==> config.mk <==
export PLATFORM = sky130hd
export DESIGN_NAME = pio_port_regs
export DESIGN_NICKNAME = d
export VERILOG_FILES = /design/src/include/pio_pkg.sv /design/src/design/pio_apb_slave.sv /design/src/design/pio_pin_ctl.sv /design/src/design/pio_port_regs.sv
export SDC_FILE = /design/constraint.sdc
export NUM_CORES = 1
export LEC_CHECK = 0
export ABC_CLOCK_PERIOD_IN_PS = 2550
export BUFFER_PORTS_ARGS = -buffer_cell sky130_fd_sc_hd__buf_2
export CAP_MARGIN = 20
export CELL_PAD_IN_SITES_DETAIL_PLACEMENT = 0
export CELL_PAD_IN_SITES_GLOBAL_PLACEMENT = 1
export CORE_MARGIN = 4
export CORE_UTILIZATION = 44
export DETAILED_ROUTE_END_ITERATION = 10
export PLACE_DENSITY_LB_ADDON = 0.1
export RECOVER_POWER = 100
export SLEW_MARGIN = 20
export SYNTH_ARGS = -nofsm -noshare
export SYNTH_HDL_FRONTEND = slang
export SYNTH_SLANG_ARGS = --single-unit
==> constraint.sdc <==
create_clock -name pclk -period 2.55 [get_ports pclk]
set_input_delay 0.765 -clock pclk [delete_from_list [all_inputs] [get_ports pclk]]
set_output_delay 0.765 -clock pclk [all_outputs]
set_load 0.01 [all_outputs]
==> src/include/pio_pkg.sv <==
// pio_pkg: register indices, bit masks and reset values of the parallel port block.
// assumes an APB slave with 32-bit data; byte address of a register is four times its index.
package pio_pkg;

  localparam int unsigned DATA_W = 8;
  localparam int unsigned ADDR_W = 8;
  localparam int unsigned PE_W = 5;
  localparam int unsigned CONV_CH_W = 5;

  // register indices, byte address = index * 4
  localparam logic [5:0] IDX_PORTA_DATA = 6'h00;
  localparam logic [5:0] IDX_PORTA_DIR = 6'h04;
  localparam logic [5:0] IDX_PORTC_DIR = 6'h06;
  localparam logic [5:0] IDX_PORTD_DIR = 6'h07;
  localparam logic [5:0] IDX_PORTE_DATA = 6'h08;
  localparam logic [5:0] IDX_PORTE_DIR = 6'h0C;
  localparam logic [5:0] IDX_PORTA_PUE = 6'h0D;
  localparam logic [5:0] IDX_PORTC_PUE = 6'h0E;
  localparam logic [5:0] IDX_PORTD_PUE = 6'h0F;

  // implemented bits of each register
  localparam logic [7:0] MASK_FULL = 8'hFF;
  localparam logic [7:0] MASK_PORTC = 8'h7F;
  localparam logic [7:0] MASK_PORTE = 8'h1F;

  // reset values
  localparam logic [7:0] RST_DIR = 8'h00;
  localparam logic [7:0] RST_PUE = 8'h00;
  localparam logic [7:0] RST_PIN = 8'h00;

  // port E pins taken over by on-chip modules
  localparam int unsigned PE_SCI_TX = 0;
  localparam int unsigned PE_SCI_RX = 1;
  localparam int unsigned PE_OSC2 = 3;
  localparam int unsigned PE_OSC1 = 4;

endpackage : pio_pkg

==> src/design/pio_apb_slave.sv <==
// pio_apb_slave: APB access-phase timing for the port registers.
// assumes psel, penable and address are held by the master until pready.
`timescale 1ns/1ps
module pio_apb_slave
(
  input wire logic pclk,
  input wire logic presetn,
  input wire logic pce,
  input wire logic psel,
  input wire logic penable,
  output logic pready,
  output logic acc_capture,
  output logic acc_done
);

  logic pready_ff;

  // one wait state: read data is captured first, then shown with pready
  always_ff @(posedge pclk or negedge presetn)
  begin
    if (!presetn)
    begin
      pready_ff <= 1'b0;
    end
    else if (pce)
    begin
      pready_ff <= psel & penable & ~pready_ff;
    end
  end

  assign pready = pready_ff;
  assign acc_capture = pce & psel & penable & ~pready_ff;
  assign acc_done = pce & psel & penable & pready_ff;
endmodule : pio_apb_slave

==> src/design/pio_pin_ctl.sv <==
// pio_pin_ctl: per-pin buffer, pull-up and read-back logic for one port.
// assumes own marks pins forced to input by a sharing module.
`timescale 1ns/1ps
module pio_pin_ctl
#(
  parameter int unsigned W = 8
)
(
  input wire logic [W-1:0] data,
  input wire logic [W-1:0] dir,
  input wire logic [W-1:0] pue,
  input wire logic [W-1:0] own,
  input wire logic [W-1:0] pin_in,
  output logic [W-1:0] pin_out,
  output logic [W-1:0] pin_oe,
  output logic [W-1:0] pull_on,
  output logic [W-1:0] rd_val
);

  genvar gi;
  generate
    for (gi = 0; gi < W; gi++)
    begin : g_pin
      assign pin_out[gi] = data[gi];
      // a sharing module wins over the direction bit
      assign pin_oe[gi] = dir[gi] & ~own[gi];
      // pull-up only on an input; output mode kills it whatever pue holds
      assign pull_on[gi] = pue[gi] & ~dir[gi];
      // read back the latch on outputs, the pin on inputs
      assign rd_val[gi] = dir[gi] ? data[gi] : pin_in[gi];
    end
  endgenerate

endmodule : pio_pin_ctl

==> src/design/pio_port_regs.sv <==
// pio_port_regs: data, direction and pull-up registers of the parallel ports with pin control.
// assumes an APB master on pclk, synchronous pin inputs and sharing-module enables as levels.
//
// Behaviour
// - port C direction, bit 7 zero, reset clear
// - port D direction eight bits, reset clear
// - port E data five bits, reset keeps
// - port E direction five bits, reset clear
// - port A pull-up enable, reset clear
// - port C pull-up enable seven bits
// - port D pull-up enable, reset clear
// - keypad enables make port A inputs
// - module enables take over their pins
// - port A data latches survive reset
// - direction one enables the output buffer
// - reset makes all port A inputs
// - port A pull-up only on inputs
// - data read gives latch or pin
// - data writes always update the latch
// - output mode disables the pull-up
`timescale 1ns/1ps
module pio_port_regs
(
  input wire logic pclk,
  input wire logic presetn,
  input wire logic pce,
  input wire logic psel,
  input wire logic penable,
  input wire logic pwrite,
  input wire logic [pio_pkg::ADDR_W-1:0] paddr,
  input wire logic [31:0] pwdata,
  output logic [31:0] prdata,
  output logic pready,
  output logic pslverr,
  input wire logic [7:0] porta_pin_in,
  output logic [7:0] porta_pin_out,
  output logic [7:0] porta_pin_oe,
  output logic [7:0] porta_pullup,
  input wire logic [7:0] keypad_irq_enables,
  output logic [7:0] keypad_inputs,
  input wire logic [pio_pkg::CONV_CH_W-1:0] converter_channel_select,
  output logic [7:0] portb_analog_sel,
  output logic [7:0] portc_pin_oe,
  output logic [7:0] portc_pullup,
  input wire logic serial_periph_enable,
  input wire logic [1:0] timer_one_ch0_edge_level_select,
  input wire logic [1:0] timer_one_ch1_edge_level_select,
  input wire logic [1:0] timer_two_ch0_edge_level_select,
  input wire logic [1:0] timer_two_ch1_edge_level_select,
  output logic [7:0] portd_pin_oe,
  output logic [7:0] portd_pullup,
  output logic [7:0] portd_periph_own,
  input wire logic [pio_pkg::PE_W-1:0] porte_pin_in,
  output logic [pio_pkg::PE_W-1:0] porte_pin_out,
  output logic [pio_pkg::PE_W-1:0] porte_pin_oe,
  output logic [pio_pkg::PE_W-1:0] porte_periph_own,
  input wire logic async_serial_enable,
  input wire logic ext_clock_gen_on,
  input wire logic crystal_amp_enable
);

  function automatic logic reg_hit(input logic [pio_pkg::ADDR_W-1:0] a, input logic [5:0] idx);
    reg_hit = (a[pio_pkg::ADDR_W-1:2] == idx);
  endfunction : reg_hit

  function automatic logic [7:0] conv_onehot(input logic [pio_pkg::CONV_CH_W-1:0] ch);
    logic [7:0] v;
    v = 8'h00;
    if (ch[4:3] == 2'h0)
    begin
      v[ch[2:0]] = 1'b1;
    end
    conv_onehot = v;
  endfunction : conv_onehot

  logic acc_capture;
  logic acc_done;
  logic wr_en;
  logic [7:0] wdat;
  logic [7:0] porta_data_ff;
  logic [7:0] porte_data_ff;
  logic [7:0] porta_dir_ff;
  logic [7:0] portc_dir_ff;
  logic [7:0] portd_dir_ff;
  logic [7:0] porte_dir_ff;
  logic [7:0] porta_pue_ff;
  logic [7:0] portc_pue_ff;
  logic [7:0] portd_pue_ff;
  logic [31:0] prdata_ff;
  logic pslverr_ff;
  logic [31:0] nxt_prdata;
  logic nxt_pslverr;
  logic [7:0] pa_own;
  logic [7:0] pd_own;
  logic [pio_pkg::PE_W-1:0] pe_own;
  logic [7:0] pa_out;
  logic [7:0] pa_oe;
  logic [7:0] pa_pull;
  logic [7:0] pa_rd;
  logic [7:0] pc_oe;
  logic [7:0] pc_pull;
  logic [7:0] pd_oe;
  logic [7:0] pd_pull;
  logic [pio_pkg::PE_W-1:0] pe_out;
  logic [pio_pkg::PE_W-1:0] pe_oe;
  logic [pio_pkg::PE_W-1:0] pe_rd;
  logic [7:0] porta_pin_out_ff;
  logic [7:0] porta_pin_oe_ff;
  logic [7:0] porta_pullup_ff;
  logic [7:0] keypad_inputs_ff;
  logic [7:0] portb_analog_sel_ff;
  logic [7:0] portc_pin_oe_ff;
  logic [7:0] portc_pullup_ff;
  logic [7:0] portd_pin_oe_ff;
  logic [7:0] portd_pullup_ff;
  logic [7:0] portd_periph_own_ff;
  logic [pio_pkg::PE_W-1:0] porte_pin_out_ff;
  logic [pio_pkg::PE_W-1:0] porte_pin_oe_ff;
  logic [pio_pkg::PE_W-1:0] porte_periph_own_ff;

  pio_apb_slave u_apb
  (
    .pclk(pclk),
    .presetn(presetn),
    .pce(pce),
    .psel(psel),
    .penable(penable),
    .pready(pready),
    .acc_capture(acc_capture),
    .acc_done(acc_done)
  );

  assign wr_en = acc_done & pwrite;
  assign wdat = pwdata[7:0];

  // pin takeover by the sharing modules
  assign pa_own = keypad_irq_enables;
  always_comb
  begin
    pd_own = 8'h00;
    pd_own[3:0] = {4{serial_periph_enable}};
    pd_own[4] = |timer_one_ch0_edge_level_select;
    pd_own[5] = |timer_one_ch1_edge_level_select;
    pd_own[6] = |timer_two_ch0_edge_level_select;
    pd_own[7] = |timer_two_ch1_edge_level_select;
    pe_own = '0;
    pe_own[pio_pkg::PE_SCI_TX] = async_serial_enable;
    pe_own[pio_pkg::PE_SCI_RX] = async_serial_enable;
    pe_own[pio_pkg::PE_OSC2] = ext_clock_gen_on & crystal_amp_enable;
    pe_own[pio_pkg::PE_OSC1] = ext_clock_gen_on;
  end

  // data latches carry no reset term at all, so reset leaves them as they were
  always_ff @(posedge pclk)
  begin
    if (pce && wr_en && reg_hit(paddr, pio_pkg::IDX_PORTA_DATA))
    begin
      porta_data_ff <= wdat;
    end
  end

  always_ff @(posedge pclk)
  begin
    if (pce && wr_en && reg_hit(paddr, pio_pkg::IDX_PORTE_DATA))
    begin
      porte_data_ff <= wdat & pio_pkg::MASK_PORTE;
    end
  end

  always_ff @(posedge pclk or negedge presetn)
  begin
    if (!presetn)
    begin
      porta_dir_ff <= pio_pkg::RST_DIR;
      portc_dir_ff <= pio_pkg::RST_DIR;
      portd_dir_ff <= pio_pkg::RST_DIR;
      porte_dir_ff <= pio_pkg::RST_DIR;
    end
    else if (pce && wr_en)
    begin
      if (reg_hit(paddr, pio_pkg::IDX_PORTA_DIR))
      begin
        porta_dir_ff <= wdat;
      end
      else if (reg_hit(paddr, pio_pkg::IDX_PORTC_DIR))
      begin
        portc_dir_ff <= wdat & pio_pkg::MASK_PORTC;
      end
      else if (reg_hit(paddr, pio_pkg::IDX_PORTD_DIR))
      begin
        portd_dir_ff <= wdat;
      end
      else if (reg_hit(paddr, pio_pkg::IDX_PORTE_DIR))
      begin
        porte_dir_ff <= wdat & pio_pkg::MASK_PORTE;
      end
    end
  end

  always_ff @(posedge pclk or negedge presetn)
  begin
    if (!presetn)
    begin
      porta_pue_ff <= pio_pkg::RST_PUE;
      portc_pue_ff <= pio_pkg::RST_PUE;
      portd_pue_ff <= pio_pkg::RST_PUE;
    end
    else if (pce && wr_en)
    begin
      if (reg_hit(paddr, pio_pkg::IDX_PORTA_PUE))
      begin
        porta_pue_ff <= wdat;
      end
      else if (reg_hit(paddr, pio_pkg::IDX_PORTC_PUE))
      begin
        portc_pue_ff <= wdat & pio_pkg::MASK_PORTC;
      end
      else if (reg_hit(paddr, pio_pkg::IDX_PORTD_PUE))
      begin
        portd_pue_ff <= wdat;
      end
    end
  end

  pio_pin_ctl #(.W(8)) u_pa
  (
    .data(porta_data_ff),
    .dir(porta_dir_ff),
    .pue(porta_pue_ff),
    .own(pa_own),
    .pin_in(porta_pin_in),
    .pin_out(pa_out),
    .pin_oe(pa_oe),
    .pull_on(pa_pull),
    .rd_val(pa_rd)
  );

  pio_pin_ctl #(.W(8)) u_pc
  (
    .data(8'h00),
    .dir(portc_dir_ff),
    .pue(portc_pue_ff),
    .own(8'h00),
    .pin_in(8'h00),
    .pin_out(),
    .pin_oe(pc_oe),
    .pull_on(pc_pull),
    .rd_val()
  );

  pio_pin_ctl #(.W(8)) u_pd
  (
    .data(8'h00),
    .dir(portd_dir_ff),
    .pue(portd_pue_ff),
    .own(pd_own),
    .pin_in(8'h00),
    .pin_out(),
    .pin_oe(pd_oe),
    .pull_on(pd_pull),
    .rd_val()
  );

  pio_pin_ctl #(.W(pio_pkg::PE_W)) u_pe
  (
    .data(porte_data_ff[pio_pkg::PE_W-1:0]),
    .dir(porte_dir_ff[pio_pkg::PE_W-1:0]),
    .pue('0),
    .own(pe_own),
    .pin_in(porte_pin_in),
    .pin_out(pe_out),
    .pin_oe(pe_oe),
    .pull_on(),
    .rd_val(pe_rd)
  );

  // read mux; unmapped addresses answer zero with pslverr
  always_comb
  begin
    nxt_prdata = 32'h0000_0000;
    nxt_pslverr = 1'b0;
    if (reg_hit(paddr, pio_pkg::IDX_PORTA_DATA))
    begin
      nxt_prdata[7:0] = pa_rd;
    end
    else if (reg_hit(paddr, pio_pkg::IDX_PORTA_DIR))
    begin
      nxt_prdata[7:0] = porta_dir_ff;
    end
    else if (reg_hit(paddr, pio_pkg::IDX_PORTC_DIR))
    begin
      nxt_prdata[7:0] = portc_dir_ff;
    end
    else if (reg_hit(paddr, pio_pkg::IDX_PORTD_DIR))
    begin
      nxt_prdata[7:0] = portd_dir_ff;
    end
    else if (reg_hit(paddr, pio_pkg::IDX_PORTE_DATA))
    begin
      nxt_prdata[pio_pkg::PE_W-1:0] = pe_rd;
    end
    else if (reg_hit(paddr, pio_pkg::IDX_PORTE_DIR))
    begin
      nxt_prdata[7:0] = porte_dir_ff;
    end
    else if (reg_hit(paddr, pio_pkg::IDX_PORTA_PUE))
    begin
      nxt_prdata[7:0] = porta_pue_ff;
    end
    else if (reg_hit(paddr, pio_pkg::IDX_PORTC_PUE))
    begin
      nxt_prdata[7:0] = portc_pue_ff;
    end
    else if (reg_hit(paddr, pio_pkg::IDX_PORTD_PUE))
    begin
      nxt_prdata[7:0] = portd_pue_ff;
    end
    else
    begin
      nxt_pslverr = 1'b1;
    end
  end

  always_ff @(posedge pclk or negedge presetn)
  begin
    if (!presetn)
    begin
      prdata_ff <= 32'h0000_0000;
      pslverr_ff <= 1'b0;
    end
    else if (pce)
    begin
      if (acc_capture)
      begin
        prdata_ff <= pwrite ? 32'h0000_0000 : nxt_prdata;
        pslverr_ff <= nxt_pslverr;
      end
      else if (acc_done)
      begin
        pslverr_ff <= 1'b0;
      end
    end
  end

  // registered pad drive: pins follow register writes one cycle later
  always_ff @(posedge pclk or negedge presetn)
  begin
    if (!presetn)
    begin
      porta_pin_out_ff <= pio_pkg::RST_PIN;
      porta_pin_oe_ff <= pio_pkg::RST_PIN;
      porta_pullup_ff <= pio_pkg::RST_PIN;
      keypad_inputs_ff <= pio_pkg::RST_PIN;
    end
    else if (pce)
    begin
      porta_pin_out_ff <= pa_out;
      porta_pin_oe_ff <= pa_oe;
      porta_pullup_ff <= pa_pull;
      keypad_inputs_ff <= porta_pin_in & keypad_irq_enables;
    end
  end

  always_ff @(posedge pclk or negedge presetn)
  begin
    if (!presetn)
    begin
      portb_analog_sel_ff <= pio_pkg::RST_PIN;
      portc_pin_oe_ff <= pio_pkg::RST_PIN;
      portc_pullup_ff <= pio_pkg::RST_PIN;
      portd_pin_oe_ff <= pio_pkg::RST_PIN;
      portd_pullup_ff <= pio_pkg::RST_PIN;
      portd_periph_own_ff <= pio_pkg::RST_PIN;
    end
    else if (pce)
    begin
      portb_analog_sel_ff <= conv_onehot(converter_channel_select);
      portc_pin_oe_ff <= pc_oe;
      portc_pullup_ff <= pc_pull;
      portd_pin_oe_ff <= pd_oe;
      portd_pullup_ff <= pd_pull;
      portd_periph_own_ff <= pd_own;
    end
  end

  always_ff @(posedge pclk or negedge presetn)
  begin
    if (!presetn)
    begin
      porte_pin_out_ff <= '0;
      porte_pin_oe_ff <= '0;
      porte_periph_own_ff <= '0;
    end
    else if (pce)
    begin
      porte_pin_out_ff <= pe_out;
      porte_pin_oe_ff <= pe_oe;
      porte_periph_own_ff <= pe_own;
    end
  end

  assign prdata = prdata_ff;
  assign pslverr = pslverr_ff;
  assign porta_pin_out = porta_pin_out_ff;
  assign porta_pin_oe = porta_pin_oe_ff;
  assign porta_pullup = porta_pullup_ff;
  assign keypad_inputs = keypad_inputs_ff;
  assign portb_analog_sel = portb_analog_sel_ff;
  assign portc_pin_oe = portc_pin_oe_ff;
  assign portc_pullup = portc_pullup_ff;
  assign portd_pin_oe = portd_pin_oe_ff;
  assign portd_pullup = portd_pullup_ff;
  assign portd_periph_own = portd_periph_own_ff;
  assign porte_pin_out = porte_pin_out_ff;
  assign porte_pin_oe = porte_pin_oe_ff;
  assign porte_periph_own = porte_periph_own_ff;
endmodule : pio_port_regs

==> results.txt, run 1 <==
First-pass DRT Iterations: 4
Final WL: 19400 um
Pre-CTS WS: 74.7 ps
Root buffer cell: clkbuf_16
Setup_tns: 0 ps
CP Class: primary input to register
Fillers: 1575
RePlAce Congestion: 0.885
Buf/Inv on CP: 4
Drt wl/cell: 18.4 um
Largest net degree at the start of global routing: 79
RSZ-0062 raised after global routing: false
Critical path arrival: 2360 ps
Final ANT Viol Nets: 0
R2R Path Start: u_apb.pready
Setup WS post-layout: 329 ps
Wire length of the first global-routing pass: 31100 um
Mapped cell area: 7490 sq um
R2R depth: 5
Final Max Slew Viols: 0
Final Hold Violating Endpoints: 0
FF+latch count, synth: 162
Post-CTS Setup Inserts: 0
Initial Utilization: 45.0%
Post-synthesis async set-or-reset flop share: 92.0%
DIE AREA: 19200 sq um
Longest Clk Path Bufs: 2
Fmax: 450 MHz
Yosys warns: 0
Buffers on Ports: 159
Distinct cell type count after synthesis: 54
DRT iter0 DRCs: 286
Synthesis-to-layout area growth: 18.1%
Layout cell share with drive strength beyond 1: 24.2%
Synth top area share: 49.8%
Leak Pwr: 3.87 nW
Fin crit share: 87.1%
# DRC: 0
Chip width: 138 um
Worst slew pin tran: 1330 ps
Ys flop type: dfrtp_1
Detailed-route via count: 5447
CTS Sinks: 162
Worst VDD drop: 0.000465 V
PwrDens: 631 nW/um^2
Sequential area share after synthesis: 55.0%
Startpoint Class: primary input
GR Util All Layers: 20.4%
Cell mode on critical path: clkbuf_1
Worst-path clk slew: 60 ps
Clock latency on the worst-skew pair: 430 ps
Status: finished clean
Top post-synthesis cells by area: dfrtp_1 (50%), mux2_2 (13%), edfxtp_1 (5.2%), o21ai_0 (3.7%), buf_4 (3.3%)
R2r setup slk: 620 ps
Initial antenna violation count: 2
Skew final: 6.63 ps
Reg-to-reg endpoint: portd_dir_ff[3]
I/O Pins: 213
Number of synthesized flops with an enable pin: 13
Max-cap violations: 0
CP Capture Type: register
Final setup violation count: 0
Class of the worst hold path: primary input to async pin
Site Rows: 47
Via/cell ratio: 5.17
Critical path's largest stage delay: 430 ps
Vias in the first global route: 5628
Num CTS Buffers: 17
Final nets: 902
Synth area leader: dfrtp_1
Mean post-synth cell area: 11.5 sq um
Number of hold buffers added after CTS: 0
DP Wirelength: 14000 um
Chip Height: 138 um
CTS tree: done
Crit path cell chain: clkbuf_1, clkbuf_2, nor4_1, clkbuf_1, and3_1, buf_4
Cell count after synthesis: 650
Cell family with most CP delay: buffers and inverters
Worst slew margin: 11.1%
CTS resizes: 0
Core ar.: 16600 sq um
Grt ovf: 0
Slowest CP cell: nor4_1
CP max FO: 15
Critical Path RT: 2690 ps
Min cycle time layout: 2220 ps
H-tree levels: 4
[kinds of logic after synthesis]
family,share of synthesized area (%)
flip-flops,55.0
AO/OA/AOI/OAI,11.4
buffers and inverters,8.80
AND/OR/NAND/NOR,10.9
multiplexers,13.8
other,0.0501
[per-layer routing]
metal / track usage (%) / vias up / routed length, um
met5: 0 / - / 7
met4: 6.81 / 2 / 321
met3: 4.83 / 21 / 926
met2: 31.7 / 143 / 9260
met1: 28.3 / 2692 / 8840
li1: - / 2589 / -
[layout by cell type (no fill, tap or decap), types with 23 or more instances in the layout]
| master | count |
|---|---|
| dfrtp_1 | 149 |
| mux2_2 | 84 |
| buf_2 | 46 |
| inv_1 | 66 |
| clkbuf_1 | 123 |
| nand2_1 | 27 |
| nand3b_1 | 25 |
| o21ai_0 | 58 |
| o22ai_1 | 23 |
| conb_1 | 27 |
[worst max path at each step]
stage	startpoint	to	slack, ps	cells past startpoint
after floorplan	paddr[6]	porte_data_ff[0]	130	4
after global placement	paddr[7]	porta_dir_ff[2]	100	6
after detailed placement	paddr[7]	prdata[4]	70	5
after CTS	paddr[7]	porta_dir_ff[2]	520	6
after global routing	paddr[2]	portc_dir_ff[6]	230	6
final	paddr[2]	porta_data_ff[5]	330	6
[registers in the layout (all words and copies together), names as in the netlist, 5 cells and up]
| name | cells |
|---|---|
| keypad_inputs | 8 |
| porta_data_ff | 8 |
| porta_dir_ff | 8 |
| porta_pin_oe | 8 |
| porta_pin_out | 8 |
| porta_pue_ff | 8 |
| porta_pullup | 8 |
| portb_analog_sel | 8 |
| portd_dir_ff | 8 |
| portd_pin_oe | 8 |
| portd_pue_ff | 8 |
| portd_pullup | 8 |
| prdata | 8 |
| portc_dir_ff | 7 |
| portc_pin_oe | 7 |
| portc_pue_ff | 7 |
| portc_pullup | 7 |
| portd_periph_own | 5 |
| porte_data_ff | 5 |
| porte_dir_ff | 5 |
| porte_pin_oe | 5 |
| porte_pin_out | 5 |
[cell usage after synthesis, types with 4 or more instances]
| cell type | number |
|---|---|
| o21ai_0 | 56 |
| mux2_2 | 84 |
| or3b_2 | 8 |
| inv_1 | 66 |
| a21o_1 | 4 |
| and3_1 | 4 |
| nor2_1 | 11 |
| buf_2 | 4 |
| clkbuf_1 | 22 |
| nand3_1 | 21 |
| a22oi_1 | 4 |
| o22ai_1 | 23 |
| nand3b_1 | 25 |
| edfxtp_1 | 13 |
| dfrtp_1 | 149 |
| nand2_1 | 27 |
| o211ai_1 | 12 |
| mux2i_1 | 9 |
| buf_4 | 33 |
| a21oi_1 | 13 |
[metrics by stage]
step,power [mW],util (%),hold slack [ps],cells,area [sq um]
after floorplan,2.99,-,464,676,7590
after global placement,3.17,51.2,478,1019,8520
after detailed placement,3.19,51.2,482,1019,8520
after CTS,5.67,54.6,245,1051,9090
after global routing,5.81,53.1,254,1052,8840
final,5.58,53.2,239,1054,8850
[cell type report]
| cell class | instances | area, sq um | area share [%] |
|---|---|---|---|
| clock buffers | 23 | 498 | 5.63 |
| repair buffers | 189 | 867 | 9.80 |
| flip-flops and latches | 162 | 4120 | 46.6 |
| well taps | 220 | 275 | 3.11 |
| diodes | 3 | 7.51 | 0.0849 |
| multi-input cells | 382 | 2760 | 31.2 |
| inverters | 66 | 248 | 2.80 |
| clock inverters | 9 | 76.3 | 0.863 |
[where the power goes]
part | internal [mW] | total (mW) | switching [mW]
clock network | 1.47 | 2.47 | 1.01
registers | 2.65 | 2.69 | 0.0341
logic | 0.139 | 0.423 | 0.284
total | 4.26 | 5.58 | 1.32
Note: power is estimated with default switching activity, not from simulation.
==> inputs of run 2 (changes only) <==
Settings changed: ABC_AREA from default to 1, CORE_MARGIN 4 to 5, CORE_UTILIZATION 44 to 41.
==> run 2 against run 1 <==
Against the previous run: combinational power is essentially flat; routed wire length grew 10%; maximum frequency grew 3.9%; synthesized area shrank 5.7%; sequential cell count is the same; total power shrank 1.9%; critical endpoint is now porta_dir_ff[6].
==> results.txt, run 2 <==
Status: finished clean
Final nets: 1044
Final setup violation count: 0
Most frequent cells in the layout: nand2_1 (266), dfrtp_1 (149), clkbuf_1 (118)
Worst slew pin tran: 1320 ps
RePlAce Congestion: 0.929
Critical path's largest stage delay: 410 ps
CTS Sinks: 162
Number of synthesized flops with an enable pin: 13
Cell count after synthesis: 794
DP Wirelength: 16100 um
Vias in the first global route: 5787
Ys flop type: dfrtp_1
Buffers on Ports: 159
DIE AREA: 19900 sq um
Layout cell share with drive strength beyond 1: 10.2%
GR Util All Layers: 21.8%
Final Max Slew Viols: 0
Fin crit share: 83.8%
Cell family with most CP delay: simple AND/OR/NAND/NOR gates
WHS Endpoint: porta_pin_out[6]
R2R depth: 6
Core ar.: 17100 sq um
Final ANT Viol Nets: 0
I/O Pins: 213
Mapped cell area: 7060 sq um
CTS tree: done
Core Util, Final: 48.9%
Fillers: 1776
Startpoint Class: primary input
Cell mode on critical path: nand2_1
Leak Pwr: 4.08 nW
R2r setup slk: 760 ps
Site Rows: 48
FF+latch count, synth: 162
Reg-to-reg endpoint: portd_dir_ff[5]
Wire length of the first global-routing pass: 33200 um
DRT iter0 DRCs: 420
Distinct cell type count after synthesis: 35
Final Hold Violating Endpoints: 0
Synth area leader: dfrtp_1
CP Class: primary input to register
RSZ-0062 raised after global routing: false
Setup WS post-layout: 413 ps
Min cycle time layout: 2140 ps
Synthesis-to-layout area growth: 18.6%
Grt ovf: 0
Via/cell ratio: 4.85
Crit path cell chain: clkbuf_1, nor2_4, nand3_1, nor3_4, nand2_1, nand2_1, o21ai_0
Commonest non-fill, non-tap cell in the layout: nand2_1
Longest Clk Path Bufs: 2
Count leader, synth: nand2_1
Top post-synthesis cells by area: dfrtp_1 (53%), nand2_1 (14%), edfxtp_1 (5.5%), o21ai_0 (5.3%), nand3_1 (3.4%)
PwrDens: 653 nW/um^2
Yosys warns: 0
Skew final: 9.82 ps
Root buffer cell: clkbuf_16
Drt wl/cell: 17.9 um
CP max FO: 16
Buf/Inv on CP: 1
Worst VDD drop: 0.000449 V
Worst slew margin: 11.8%
Detailed-route via count: 5800
Critical Path RT: 2830 ps
Slowest CP cell: nand2_1
H-tree levels: 4
Num CTS Buffers: 17
# DRC: 0
Largest net degree at the start of global routing: 60
ANT cells: 0
Post-synthesis async set-or-reset flop share: 92.0%
Mean post-synth cell area: 8.89 sq um
Class of the worst hold path: register to register
Clock latency on the worst-skew pair: 430 ps
Synth top cells by count: nand2_1 (265), dfrtp_1 (149), o21ai_0 (75)
Pre-CTS WS: 128 ps
Setup_tns: 0 ps
R2R Path Start: u_apb.pready
Synth top area share: 52.8%
Worst-path clk slew: 60 ps
Worst hold path stage count: 2
CTS resizes: 0
Critical path arrival: 2420 ps
Post-CTS Setup Inserts: 0
Initial antenna violation count: 1
Chip width: 141 um
Chip Height: 141 um
CP Capture Type: register
Sequential area share after synthesis: 58.3%
Max-cap violations: 0
Number of hold buffers added after CTS: 0
First-pass DRT Iterations: 5
Initial Utilization: 41.3%
Final WL: 21400 um
Min-delay src: porta_pin_out[6]
Fmax: 468 MHz
==> run 2: how the worst max path moves through the flow <==
| stage | startpoint | endpoint | cells after the start |
|---|---|---|---|
| after global placement | paddr[7] | porta_dir_ff[4] | 7 |
| final | paddr[7] | porta_dir_ff[6] | 7 |
| after global routing | paddr[7] | porta_data_ff[5] | 7 |
| after detailed placement | paddr[7] | porta_dir_ff[4] | 7 |
| after floorplan | paddr[3] | porta_data_ff[0] | 6 |
| after CTS | paddr[7] | porta_dir_ff[6] | 7 |
==> run 2: routing by layer <==
layer	routed length, um	vias to the layer above	global-route usage (%)
met5	13	-	0
met4	199	2	5.00
met3	1470	14	5.50
met2	9590	197	32.4
met1	10100	2726	32.2
li1	-	2861	-
==> run 2: kinds of logic (layout without fill, tap and decap cells) <==
group,after synthesis,after routing,synth area share (%)
buffers and inverters,108,259,7.74
and+or+nand+nor,400,400,23.5
DFF,162,162,58.3
other,1,27,0.0531
AOI/OAI and AO/OA,123,123,10.3
==> run 2: power breakdown <==
part,internal (mW),switching [mW],leakage [nW],total [mW]
logic,0.118,0.302,1.70,0.420
clock network,1.35,1.00,0.258,2.35
registers,2.66,0.0391,2.13,2.70
total,4.13,1.34,4.08,5.47
==> run 2: worst register-to-register path, stage by stage (launching register included) <==
cell and delay, ps:
dfrtp_1 380, inv_1 70, nor3_1 220, inv_1 180
or2_0 520, nand2_1 150, o21ai_0 100
==> run 2: per-stage QoR <==
stage | power, mW | hold WS [ps] | instance area (sq um) | std cells
after floorplan | 2.98 | 445 | 7160 | 820
after global placement | 3.19 | 453 | 8060 | 1166
after detailed placement | 3.20 | 457 | 8060 | 1166
after CTS | 5.56 | 275 | 8590 | 1196
after global routing | 5.72 | 500 | 8380 | 1196
final | 5.47 | 475 | 8380 | 1196
==> run 2: layout make-up <==
class | instances | area, sq um | share of cell area [%]
clock buffer | 20 | 447 | 5.33
clock inverter | 10 | 90.1 | 1.08
inverter | 50 | 188 | 2.24
multi-input combinational | 550 | 2440 | 29.2
sequential | 162 | 4120 | 49.2
tap | 225 | 282 | 3.36
timing repair buffer | 179 | 808 | 9.65
==> inputs of run 3 (changes only) <==
Settings changed: ABC_AREA 1 to 0, ABC_CLOCK_PERIOD_IN_PS 2550 to 2000.
Clock period 2.55 ns to 2 ns, I/O delays scaled along.
==> run 3 against run 2 <==
Against the previous run: total power is 34% higher; largest cell class unchanged; critical path type unchanged; utilization is 2.2 points higher; clock-buffer cell count did not move; first-iteration DRC count fell by 36%; non-clock buffer count increased by 37; clock power increased by 43%; register-to-register slack got worse by 520 ps; sequential cell count unchanged.
==> results.txt, run 3 (synthesis gave the netlist of run 1 again) <==
Status: finished clean
Clock latency on the worst-skew pair: 440 ps
Root buffer cell: clkbuf_16
PwrDens: 801 nW/um^2
CTS Sinks: 162
RSZ-0062 raised after global routing: false
Buf/Inv on CP: 3
Chip Height: 145 um
Worst-path clk slew: 60 ps
Chip width: 145 um
Worst slew pin tran: 1180 ps
GR Util All Layers: 18.5%
Final WL: 19700 um
Fillers: 1741
Detailed-route via count: 5511
Busiest layer in global routing: met2
Crit path cell chain: buf_2, buf_4, nor4b_4, nand2_1, nor3_4, clkbuf_2, mux2_4
Most frequent cells in the layout: dfrtp_1 (149), clkbuf_1 (116), inv_1 (66)
RePlAce Congestion: 0.822
Number of hold buffers added after CTS: 0
Class of the worst hold path: primary input to register
Layout cell share with drive strength beyond 1: 27.2%
Global Route met1 Usage: 25.0%
Cell family with most CP delay: simple AND/OR/NAND/NOR gates
Initial antenna violation count: 2
Drt wl/cell: 18.1 um
DP Wirelength: 14700 um
Worst slew margin: 21.1%
CTS resizes: 0
Site Rows: 49
R2R Path Start: u_apb.pready
Vias in the first global route: 5763
Final nets: 929
Placed cells: 1055
Via/cell ratio: 5.07
Tot Pwr: 7.35 mW
CP Capture Type: register
H-tree levels: 4
Routing usage on met2: 29.4%
Core ar.: 18000 sq um
Min cycle time layout: 1870 ps
Skew final: 14.1 ps
Reg-to-reg endpoint: porta_pue_ff[0]
Min-delay src: keypad_irq_enables[3]
First-pass DRT Iterations: 4
Max-cap violations: 0
Grt ovf: 0
Fin crit share: 93.3%
Final setup violation count: 0
Fmax: 536 MHz
I/O Pins: 213
Final Non-Filler Cells: 1088
Largest net degree at the start of global routing: 77
DRT iter0 DRCs: 268
Met3 Use GR: 4.90%
Critical path arrival: 2170 ps
Longest Clk Path Bufs: 2
# DRC: 0
Buffers on Ports: 159
CP max FO: 23
WHS Endpoint: porta_pin_oe[3]
Slowest CP cell: mux2_4
Setup_tns: 0 ps
Synthesis-to-layout area growth: 22.5%
Wire length of the first global-routing pass: 31500 um
R2r setup slk: 240 ps
Leak Pwr: 4.06 nW
Final Max Slew Viols: 0
Initial Utilization: 41.7%
Worst VDD drop: 0.000629 V
R2R depth: 4
Critical path's largest stage delay: 320 ps
CTS tree: done
Critical Path RT: 2310 ps
Commonest non-fill, non-tap cell in the layout: dfrtp_1
DIE AREA: 21100 sq um
Num CTS Buffers: 17
Worst hold path stage count: 2
Final ANT Viol Nets: 0
Post-CTS Setup Inserts: 0
Final Hold Violating Endpoints: 0
CP Class: primary input to register
Startpoint Class: primary input
Core Util, Final: 51.1%
run 3: changes by cell type in the layout (fill, tap and decap cells not counted), sizes merged, moves of 22 or more:
cell	delta
nand3	-27
buf	+31
nand2	-239
o21ai	-26
mux2	+84
nand3b	+24
o22ai	+22
nor2	-53
run 3: stage by stage:
step / hold slack [ps] / instance area [sq um] / setup slack, ps
5_1_grt: 346 / 9180 / 73.3
6_report: 359 / 9180 / 134
4_1_cts: 112 / 9470 / 243
2_1_floorplan: 304 / 7720 / -196
3_5_place_dp: 487 / 8870 / -206
3_3_place_gp: 482 / 8870 / -187
run 3: worst max-delay path by stage:
stage	start	endpoint	cells after the start
after floorplan	paddr[6]	porta_dir_ff[0]	7
after global placement	paddr[4]	portd_dir_ff[0]	7
after detailed placement	paddr[4]	portd_dir_ff[0]	7
after CTS	paddr[7]	portc_pue_ff[0]	6
after global routing	paddr[5]	porta_pue_ff[0]	7
final	paddr[4]	portd_dir_ff[6]	7
run 3: per-layer routing:
layer / share of wire (%) / routed length (um)
met5: 0.096 / 19
met4: 1.1 / 215
met3: 5.3 / 1050
met2: 48 / 9440
met1: 46 / 9000
run 3: area by class of cell:
type / count / area [sq um] / share of cell area (%)
sequential: 162 / 4120 / 44.9
multi-input combinational: 382 / 2840 / 30.9
timing repair buffer: 216 / 1080 / 11.8
clock buffer: 20 / 447 / 4.87
tap: 229 / 287 / 3.12
inverter: 66 / 248 / 2.70
clock inverter: 12 / 156 / 1.70
antenna: 1 / 2.50 / 0.0273
run 3: power breakdown:
group          switching [mW]  total, mW  internal [mW]
clock                    1.35       3.35           2.00
combinational           0.373      0.578          0.206
sequential             0.0433       3.42           3.38
total                    1.76       7.35           5.59
